===== config.mk =====
export PLATFORM = sky130hd
export DESIGN_NAME = asrc_host
export DESIGN_NICKNAME = d
export VERILOG_FILES = /design/src/design/asrc_pkg.sv /design/src/design/asrc_in_sync.sv /design/src/design/asrc_host.sv
export SDC_FILE = /design/constraint.sdc
export NUM_CORES = 1
export LEC_CHECK = 0
export ABC_AREA = 1
export BUFFER_PORTS_ARGS = -buffer_cell sky130_fd_sc_hd__buf_4
export CAP_MARGIN = 0
export CORE_AREA = 4 4 100 140
export CTS_BUF_LIST = sky130_fd_sc_hd__clkbuf_8
export DETAILED_ROUTE_END_ITERATION = 6
export DIE_AREA = 0 0 104 144
export PLACE_DENSITY = 0.87
export SLEW_MARGIN = 25
export SYNTH_ARGS = -nofsm -noshare
export SYNTH_HDL_FRONTEND = slang
export SYNTH_SLANG_ARGS = --single-unit

===== constraint.sdc =====
create_clock -name core_clk -period 7.6 [get_ports core_clk]
set_clock_uncertainty 0.05 [all_clocks]
set_input_delay 1.52 -clock core_clk [delete_from_list [all_inputs] [get_ports core_clk]]
set_output_delay 1.52 -clock core_clk [all_outputs]
set_load 0.005 [all_outputs]

===== src/design/asrc_pkg.sv =====
// Package for the asynchronous SRAM host controller: timing, pin bundles.
// Assumes a 100 MHz core clock; all times but output-drive-to-valid and write cycle minimum are converted to whole cycles.
package asrc_pkg;

   // ------------------------------------------------------------
   // Clock and speed grade
   // ------------------------------------------------------------
   localparam int CLK_PERIOD_PS = 10000;
   localparam int ADDR_W = 20;
   localparam int DATA_W = 16;

   // Times in picoseconds, fast grade then slow grade
   localparam int READ_CYCLE_MIN_PS_F = 10000;
   localparam int READ_CYCLE_MIN_PS_S = 15000;
   localparam int ADDR_TO_VALID_TIME_PS_F = 10000;
   localparam int ADDR_TO_VALID_TIME_PS_S = 15000;
   localparam int OUTDRIVE_TO_VALID_TIME_PS_F = 5000;
   localparam int OUTDRIVE_TO_VALID_TIME_PS_S = 8000;
   localparam int WRITE_CYCLE_MIN_PS_F = 10000;
   localparam int WRITE_CYCLE_MIN_PS_S = 15000;
   localparam int WRITE_PULSE_MIN_PS_F = 7000;
   localparam int WRITE_PULSE_MIN_PS_S = 12000;
   localparam int WDATA_SETUP_TIME_PS_F = 5000;
   localparam int WDATA_SETUP_TIME_PS_S = 8000;
   localparam int STROBE_TO_FLOAT_TIME_PS_F = 5000;
   localparam int STROBE_TO_FLOAT_TIME_PS_S = 8000;
   localparam int WRITE_RECOVERY_PS = 3000;
   // Supply stable wait in microseconds
   localparam int SUPPLY_STABLE_WAIT_US = 100;

   // Rounds a least time up to whole cycles, never below one
   function automatic int asrc_cyc(input int ps);
      int c;
      c = (ps + CLK_PERIOD_PS - 1) / CLK_PERIOD_PS;
      return (c < 1) ? 1 : c;
   endfunction : asrc_cyc

   localparam int CNT_W = 8;
   // Read count adds a launch cycle and three synchroniser cycles
   localparam logic [CNT_W-1:0] RD_CYC_F = CNT_W'(asrc_cyc(
      (READ_CYCLE_MIN_PS_F > ADDR_TO_VALID_TIME_PS_F) ?
      READ_CYCLE_MIN_PS_F : ADDR_TO_VALID_TIME_PS_F) + 4);
   localparam logic [CNT_W-1:0] RD_CYC_S = CNT_W'(asrc_cyc(
      (READ_CYCLE_MIN_PS_S > ADDR_TO_VALID_TIME_PS_S) ?
      READ_CYCLE_MIN_PS_S : ADDR_TO_VALID_TIME_PS_S) + 4);
   // Write pulse covers pulse minimum and float plus data setup
   localparam logic [CNT_W-1:0] WR_PULSE_F = CNT_W'(asrc_cyc(
      (WRITE_PULSE_MIN_PS_F > STROBE_TO_FLOAT_TIME_PS_F
       + WDATA_SETUP_TIME_PS_F) ? WRITE_PULSE_MIN_PS_F :
      STROBE_TO_FLOAT_TIME_PS_F + WDATA_SETUP_TIME_PS_F));
   localparam logic [CNT_W-1:0] WR_PULSE_S = CNT_W'(asrc_cyc(
      (WRITE_PULSE_MIN_PS_S > STROBE_TO_FLOAT_TIME_PS_S
       + WDATA_SETUP_TIME_PS_S) ? WRITE_PULSE_MIN_PS_S :
      STROBE_TO_FLOAT_TIME_PS_S + WDATA_SETUP_TIME_PS_S));
   localparam logic [CNT_W-1:0] WR_RECOV_CYC = CNT_W'(asrc_cyc(
      WRITE_RECOVERY_PS));
   localparam int POWER_WAIT_CYC_DEF =
      SUPPLY_STABLE_WAIT_US * 1000000 / CLK_PERIOD_PS;

   // ------------------------------------------------------------
   // Pin bundles
   // ------------------------------------------------------------
   typedef struct packed {
      logic [ADDR_W-1:0] addr;
      logic first_select_n;
      logic second_select_high;
      logic outdrive_n;
      logic write_strobe_n;
      logic high_byte_lane_n;
      logic low_byte_lane_n;
      logic sleep_request_n;
   } asrc_ctl_t;

   localparam asrc_ctl_t CTL_IDLE = '{addr: '0, first_select_n: 1'b1,
      second_select_high: 1'b0, outdrive_n: 1'b1, write_strobe_n: 1'b1,
      high_byte_lane_n: 1'b1, low_byte_lane_n: 1'b1,
      sleep_request_n: 1'b1};

   typedef struct packed {
      logic write;
      logic [ADDR_W-1:0] addr;
      logic [1:0] lanes;
      logic [DATA_W-1:0] wdata;
   } asrc_req_t;

   typedef enum logic [4:0] {
      ST_POWER = 5'h01,
      ST_IDLE = 5'h02,
      ST_READ = 5'h04,
      ST_WRITE = 5'h08,
      ST_RECOV = 5'h10
   } asrc_state_t;

endpackage : asrc_pkg


===== src/design/asrc_in_sync.sv =====
// Three-stage synchroniser for the read data and error flag pins.
// Assumes the pins are asynchronous to core_clk.
`timescale 1ns/1ps
module asrc_in_sync
   import asrc_pkg::*;
#(
   parameter int W = 17
)
(
   input wire logic core_clk,
   input wire logic rst,
   input wire logic [W-1:0] pin_i,
   output logic [W-1:0] value_o
);

   logic [W-1:0] s1_q;
   logic [W-1:0] s2_q;
   logic [W-1:0] s3_q;

   // ------------------------------------------------------------
   // Stages; a change counts once stages two and three agree
   // ------------------------------------------------------------
   always_ff @(posedge core_clk or posedge rst)
   begin
      if (rst)
      begin
         s1_q <= '0;
         s2_q <= '0;
         s3_q <= '0;
      end
      else
      begin
         s1_q <= pin_i;
         s2_q <= s1_q;
         s3_q <= s2_q;
      end
   end

   genvar b;
   generate
      for (b = 0; b < W; b++)
      begin : g_bit
         logic hold_q;
         always_ff @(posedge core_clk or posedge rst)
         begin
            if (rst)
               hold_q <= 1'b0;
            else if (s2_q[b] == s3_q[b])
               hold_q <= s3_q[b];
         end
         assign value_o[b] = hold_q;
      end
   endgenerate

endmodule : asrc_in_sync


===== src/design/asrc_host.sv =====
// Host controller driving an asynchronous 1M x 16 SRAM with byte lanes.
// Assumes one request at a time on the user side and a 100 MHz clock.
//
// Summary of operation
// - Hold read address at least the read cycle
// - Write only while strobe, select, lane low
// - Address set before write, held to end; the code sets the address on the same edge that the strobe falls
// - Address kept through terminating edge
// - Write data valid setup before end
// - Lanes, strobe, select held minimum before end
// - Strobe pulse covers float plus setup
// - Sleep request high; strobe high on reads
// - Wait for supply before first access
// - Never sleep while selected
`timescale 1ns/1ps
module asrc_host
   import asrc_pkg::*;
#(
   parameter int POWER_WAIT_CYC = POWER_WAIT_CYC_DEF
)
(
   input wire logic core_clk,
   input wire logic rst,
   input wire logic slow_grade,
   input wire logic req_valid,
   input wire asrc_req_t req,
   output logic req_ready,
   output logic rsp_valid,
   output logic [DATA_W-1:0] rsp_rdata,
   output logic rsp_err,
   output asrc_ctl_t mem_ctl,
   output logic [DATA_W-1:0] mem_dq_o,
   output logic [1:0] mem_dq_oe,
   input wire logic [DATA_W-1:0] mem_dq_i,
   input wire logic mem_err_i
);

   asrc_state_t state_q;
   logic [CNT_W-1:0] cnt_q;
   logic [31:0] pwr_q;
   logic [DATA_W:0] sync_val;
   logic [1:0] lanes_q;

   // ------------------------------------------------------------
   // Pin synchroniser
   // ------------------------------------------------------------
   asrc_in_sync #(.W(DATA_W + 1)) u_sync (
      .core_clk(core_clk),
      .rst(rst),
      .pin_i({mem_err_i, mem_dq_i}),
      .value_o(sync_val)
   );

   // ------------------------------------------------------------
   // Sequencer
   // ------------------------------------------------------------
   always_ff @(posedge core_clk or posedge rst)
   begin
      if (rst)
      begin
         state_q <= ST_POWER;
         cnt_q <= '0;
         req_ready <= 1'b0;
      end
      else
      begin
         case (state_q)
            ST_POWER:
            begin
               if (pwr_q >= 32'(POWER_WAIT_CYC - 1))
               begin
                  state_q <= ST_IDLE;
                  req_ready <= 1'b1;
               end
            end
            ST_IDLE:
            begin
               if (req_valid)
               begin
                  req_ready <= 1'b0;
                  if (req.write)
                  begin
                     state_q <= ST_WRITE;
                     cnt_q <= slow_grade ? WR_PULSE_S : WR_PULSE_F;
                  end
                  else
                  begin
                     state_q <= ST_READ;
                     cnt_q <= slow_grade ? RD_CYC_S : RD_CYC_F;
                  end
               end
            end
            ST_READ:
            begin
               // Extra cycles cover the input synchroniser delay
               if (cnt_q == 8'h00)
               begin
                  state_q <= ST_RECOV;
                  cnt_q <= WR_RECOV_CYC;
               end
               else
                  cnt_q <= cnt_q - 8'h01;
            end
            ST_WRITE:
            begin
               if (cnt_q == 8'h01)
               begin
                  state_q <= ST_RECOV;
                  cnt_q <= WR_RECOV_CYC;
               end
               else
                  cnt_q <= cnt_q - 8'h01;
            end
            ST_RECOV:
            begin
               if (cnt_q <= 8'h01)
               begin
                  state_q <= ST_IDLE;
                  req_ready <= 1'b1;
               end
               else
                  cnt_q <= cnt_q - 8'h01;
            end
            default:
            begin
               state_q <= ST_POWER;
               req_ready <= 1'b0;
            end
         endcase
      end
   end

   // ------------------------------------------------------------
   // Supply wait counter
   // ------------------------------------------------------------
   always_ff @(posedge core_clk or posedge rst)
   begin
      if (rst)
         pwr_q <= '0;
      else if (state_q == ST_POWER)
         pwr_q <= pwr_q + 32'h1;
   end

   // ------------------------------------------------------------
   // Lanes of the access in flight
   // ------------------------------------------------------------
   always_ff @(posedge core_clk or posedge rst)
   begin
      if (rst)
         lanes_q <= 2'h0;
      else if (state_q == ST_IDLE && req_valid)
         lanes_q <= req.lanes;
   end

   // ------------------------------------------------------------
   // Memory pins
   // ------------------------------------------------------------
   always_ff @(posedge core_clk or posedge rst)
   begin
      if (rst)
      begin
         mem_ctl <= CTL_IDLE;
         mem_dq_o <= '0;
         mem_dq_oe <= 2'h0;
      end
      else
      begin
         mem_ctl.sleep_request_n <= 1'b1;
         if (state_q == ST_IDLE && req_valid)
         begin
            mem_ctl.addr <= req.addr;
            mem_ctl.first_select_n <= 1'b0;
            mem_ctl.second_select_high <= 1'b1;
            mem_ctl.high_byte_lane_n <= ~req.lanes[1];
            mem_ctl.low_byte_lane_n <= ~req.lanes[0];
            mem_ctl.outdrive_n <= req.write;
            mem_ctl.write_strobe_n <= ~req.write;
            mem_dq_o <= req.wdata;
            mem_dq_oe <= req.write ? req.lanes : 2'h0;
         end
         else if ((state_q == ST_WRITE && cnt_q == 8'h01) ||
                  (state_q == ST_READ && cnt_q == 8'h00))
         begin
            // Strobe and select rise together; address and data held
            mem_ctl.write_strobe_n <= 1'b1;
            mem_ctl.first_select_n <= 1'b1;
            mem_ctl.second_select_high <= 1'b0;
            mem_ctl.outdrive_n <= 1'b1;
            mem_ctl.high_byte_lane_n <= 1'b1;
            mem_ctl.low_byte_lane_n <= 1'b1;
         end
         else if (state_q == ST_RECOV)
            mem_dq_oe <= 2'h0;
      end
   end

   // ------------------------------------------------------------
   // Read answer
   // ------------------------------------------------------------
   always_ff @(posedge core_clk or posedge rst)
   begin
      if (rst)
      begin
         rsp_valid <= 1'b0;
         rsp_rdata <= '0;
         rsp_err <= 1'b0;
      end
      else
      begin
         rsp_valid <= 1'b0;
         if (state_q == ST_READ && cnt_q == 8'h00)
         begin
            rsp_valid <= 1'b1;
            rsp_rdata[7:0] <= lanes_q[0] ? sync_val[7:0] : 8'h00;
            rsp_rdata[15:8] <= lanes_q[1] ? sync_val[15:8] : 8'h00;
            rsp_err <= sync_val[DATA_W];
         end
      end
   end

endmodule : asrc_host


After elaboration in Yosys (flattened, before gate mapping) --
Cells that the tools add are included.
Storage, ports and cells: register bits 178, input bits 60, output and inout bits 64, word-level logic and storage cells 116
Cells by class: add/sub/neg operators 2, $lt $le $gt $ge 2, eq/ne operators 30, multiplexer cells 28, bitwise operators 4, reduce and logical (&&, ||, !) cells 13
Operators by type and width (count):
- 2-to-1 mux 8 bit | 6
- adder 32 x 1 -> 32 bit, second input constant | 1
- greater-or-equal comparator 32 x 14 -> 1 bit, second input constant | 1
- case mux 8 bit (4 select lines) | 1
- 2-to-1 mux 5 bit | 5
- case mux 5 bit (5 select lines) | 1
- == test 1 bit | 17
- != test 2 bit, second input constant | 7
- 2-to-1 mux 2 bit | 6
- 2-to-1 mux 6 bit | 2
- == test 8 x 1 -> 1 bit, second input constant | 1
- less-or-equal comparator 8 x 1 -> 1 bit, second input constant | 1
- zero test 8 bit | 1
- subtractor 8 x 1 -> 8 bit, second input constant | 1
- == test 5 x 1 -> 1 bit, second input constant | 1
- == test 5 x 2 -> 1 bit, second input constant | 1
- == test 5 x 3 -> 1 bit, second input constant | 1
- == test 5 x 4 -> 1 bit, second input constant | 1
- == test 5 bit, second input constant | 1
- AND reduction 5 bit | 1
- 2-to-1 mux 1 bit | 4
- 2-to-1 mux 4 bit | 1
- inverter 1 bit | 4
- case mux 1 bit (4 select lines) | 1
- other kinds (9) | 12

Longest topological paths before layout --
depth after elaboration 5, mapped depth 10

Modules after synthesis --
Synthesis repeated with hierarchy kept, for this count alone.
Second synthesis, totals: cells, all modules 802, area, all modules 7345.8 um2
By module, submodules not included:
- asrc_host | times used 1, cells each 648, area an instance 5236.3 um2
- asrc_in_sync | times used 1, cells each 154, area an instance 2109.5 um2

Worst setup path before layout --
OpenSTA, ideal clock, no wires.
path kind input -> register, from input port req_valid, to register mem_ctl[10] (netlist bit), setup time 0.116 ns, data arrival time 2.150 ns, data required time 7.434 ns, path slack 5.284 ns, stages 7, path through inv_1 > nor2_2 > inv_1 > buf_2 > buf_2 > nand2_1 > nand2_1
On the way: word-level cells in the longest chain between the ends 1
Ends and longest elaborated chain:
- from (decl) | RTL line asrc_host.sv:25 | input wire logic req_valid,
- logical AND 1 bit | RTL line asrc_host.sv:169 | if (state_q == ST_IDLE && req_valid)
- to (decl) | RTL line asrc_host.sv:31 | output asrc_ctl_t mem_ctl,
Every way passes these cells. A chain may end at the register's enable or synchronous reset.

Final worst setup path --
from register mem_ctl[4] (netlist bit), to output port mem_ctl[4] (netlist bit)
No word-level cell between the ends.

==> impl_metrics.ini <==
[run_status]
status = complete, but fails checks
violations = design-rule violations

[sta]
rsz0062_at_grt = false
final_hold_viol_count = 0
tightest_slew_ns = 0.846
relSlewSlack_pct = 43.6
max_freq_mhz = 373
period_share_pct = 35.3
final-setup-viol-count = 0
post-route-min-period_ns = 2.68
setup_tns_ns = 0
slew_viol_final = 0

[die]
dieArea_um2 = 15000
die_h_um = 144
start_util_pct = 57.2
die_width_um = 104
num_rows = 49
pin_count = 124
coreArea_um2 = 12800

[route]
initialDrtViolationCount = 334
dr.pass1.iters = 7
wirelength_mm = 15.5
viasPerCell = 5.19
routedWlPerCell_um = 14.6
dr_total_vias = 5524
drc = 1
antenna_left = 0

[global_routing]
grt_pass1_wl_mm = 25.4
grt_util_met3_pct = 4.96
busiest_layer = met2
use_met1_pct = 25.3
antenna_found_initial = 0
grt_start_max_net_pins = 97
grt_util_met2_pct = 37.0
grt_overflow = 0
first_global_vias = 5391
grt_usage_pct = 21.3

[power]
cellLeakagePower_nw = 4.46
p_clk_share_pct = 36.0
p_per_area_nw_per_um2 = 194
p_sw_mw = 0.419
switching_share_pct = 24.7
internal_power_mw = 1.28
ir_worst_vdd_mv = 0.109
seqPwrFrac_pct = 59.1
pwr-share-comb_pct = 4.9

[cts]
clock_sinks = 178
post-cts-setup-buffers = 0
cts_tree = yes
clockBufferDepth = 2
cts-root-buf = clkbuf_8
cts_resized = 0
cts_made_buffers = 17
htreeDepth = 4
insertion_delay_ns = 0.45
holdBufCountCts = 0
clk_pin_slew_ns = 0.10

[place]
place_hpwl_mm = 11.1
place_congestion = 0.863
io_buffers = 122

[yosys]
async_reset_ff_share_pct = 100
yosysUniqueCellTypes = 35
syn_area_um2 = 7290
ys_warn_count = 0
synth_flop_cell = dfrtp_1
synth_seq_cells = 178
synthCells = 770
synth_edf_count = 0
syn_nets = 833
synth.avg_cell_area_um2 = 9.47
ys_seq_area_share_pct = 61.2

[critical_path]
crit_type = reg2out
path_cells = buf_4
cp.buffers_inverters = 1
cp_slowest_cell = dfstp_2
critPathCaptureType = primary output
cp_max_fo = 2
cp.required_ns = 6.03
cp_data_arrival_time_ns = 1.11
critPathTopFamily = flip-flops
r2r_slack_ns = 5.39
cpPeakStageDelay_ns = 0.54
crit_path_start_kind = register

[hold_path]
hold_path_class = reg2reg

[finish]
drive_gt1_share_pct = 21.8
antenna-diode-count = 0
area_growth_pct = 19.8
layout.nets = 962
final_util_pct = 68.5

[flow_run]
maxCapViolCount = 0
==> power groups by stage <==
| stage | clock, mW | combinational, mW | sequential, mW |
|---|---|---|---|
| after detailed placement | 0 | 0.0853 | 1.02 |
| after floorplan | 0 | 0.0334 | 1.01 |
| final | 0.611 | 0.0833 | 1.00 |
| after global placement | 0 | 0.0831 | 1.02 |
| after CTS | 0.625 | 0.0856 | 1.00 |
| after global routing | 0.671 | 0.0947 | 1.01 |
==> registers in the layout (all words and copies together), names as in the netlist, 5 cells and up <==
name / count
rsp_rdata: 16
u_sync.s1_q: 17
pwr_q: 32
state_q: 5
cnt_q: 8
u_sync.s2_q: 17
mem_dq_o: 16
mem_ctl: 26
u_sync.s3_q: 17
u_sync.g_bit.hold_q: 17
==> cells in the mapped netlist, types with 3 or more instances <==
master	count	area share [%]
nand2_1	281	14
dfrtp_1	172	59
inv_1	55	2.8
nor2_1	50	2.6
nand3_1	46	3.2
o21ai_0	26	1.8
xor2_1	22	2.6
nand4_1	18	1.5
maj3_1	17	2.3
nor3_1	9	0.62
buf_2	7	0.48
inv_2	7	0.36
nor2_2	7	0.60
dfstp_2	6	2.2
nand2_2	6	0.51
nor2_4	5	0.77
clkbuf_1	4	0.21
a21oi_1	3	0.21
ha_1	3	0.51
o21ai_1	3	0.21
xnor2_1	3	0.36
==> worst register-to-register path, cell delays in order, from the launching register on <==
cell,delay (ns)
dfrtp_1,0.43
inv_1,0.15
ha_1,0.23
nand2_1,0.13
nor2_2,0.20
nand2_2,0.34
nand2_1,0.25
inv_2,0.09
nand2_2,0.10
nor2_1,0.05
a21oi_1,0.12
==> cells in the final DEF (no fill, tap or decap), types with 5 or more instances in the layout <==
cell / count
buf_4: 124
clkbuf_8: 18
dfrtp_1: 172
dfstp_2: 6
inv_1: 54
inv_2: 7
inv_6: 8
maj3_1: 17
nand2_1: 281
nand2_2: 6
nand3_1: 46
nand4_1: 18
nor2_1: 50
nor2_2: 7
nor2_4: 5
nor3_1: 9
o21ai_0: 26
xor2_1: 22
==> layer usage <==
layer  wire length (um)  part of all wire [%]
met2               8000                    52
met4                509                   3.3
met3                849                   5.5
met1               6160                    40
met5                  0                     0
==> final timing paths <==
path / from / endpoint / cells past startpoint
worst max register to register: cnt_q[0]$_DFFE_PP0P_ / mem_ctl[1]$_DFFE_PP1P_ / 10
worst max-delay path: mem_ctl[4]$_DFFE_PP1P_ / mem_ctl[4] / 1
min in group asynchronous: rst / u_sync.s1_q[11]$_DFF_PP0_ / 2
max in group asynchronous: rst / cnt_q[5]$_DFFE_PP0P_ / 3
worst min register to register: u_sync.s1_q[14]$_DFF_PP0_ / u_sync.s2_q[14]$_DFF_PP0_ / 0
worst min-delay path: u_sync.s1_q[14]$_DFF_PP0_ / u_sync.s2_q[14]$_DFF_PP0_ / 0
==> per-stage QoR <==
step | hold slack (ns) | power, mW | instance area, um2 | cells | setup WS (ns)
after floorplan | 0.281 | 1.05 | 7290 | 770 | 1.21
after global placement | 0.283 | 1.10 | 8360 | 1033 | 4.25
after detailed placement | 0.285 | 1.11 | 8360 | 1033 | 4.23
after CTS | 0.291 | 1.71 | 8730 | 1065 | 4.73
after global routing | 0.296 | 1.77 | 8740 | 1065 | 4.85
final | 0.292 | 1.70 | 8740 | 1065 | 4.92
==> logic make-up (layout without fill, tap and decap cells) <==
| kind of cell | Yosys count | after routing | synth area share [%] |
|---|---|---|---|
| buffers and inverters | 78 | 220 | 4.24 |
| other | 1 | 1 | 0.0514 |
| DFF | 178 | 178 | 61.2 |
| adders and majority gates | 20 | 20 | 2.85 |
| AOI/OAI and AO/OA | 34 | 34 | 2.42 |
| xor gates and xnor gates | 25 | 25 | 3.00 |
| and+or+nand+nor | 434 | 434 | 26.3 |
==> area by class of cell <==
type	count	area (um2)
clock inverter	14	128
fill	945	4020
multi-input combinational	514	2520
tap	153	191
inverter	63	241
sequential	178	4460
timing repair buffer	125	942
clock buffer	18	248
Note: power is estimated with default switching activity, not from simulation.
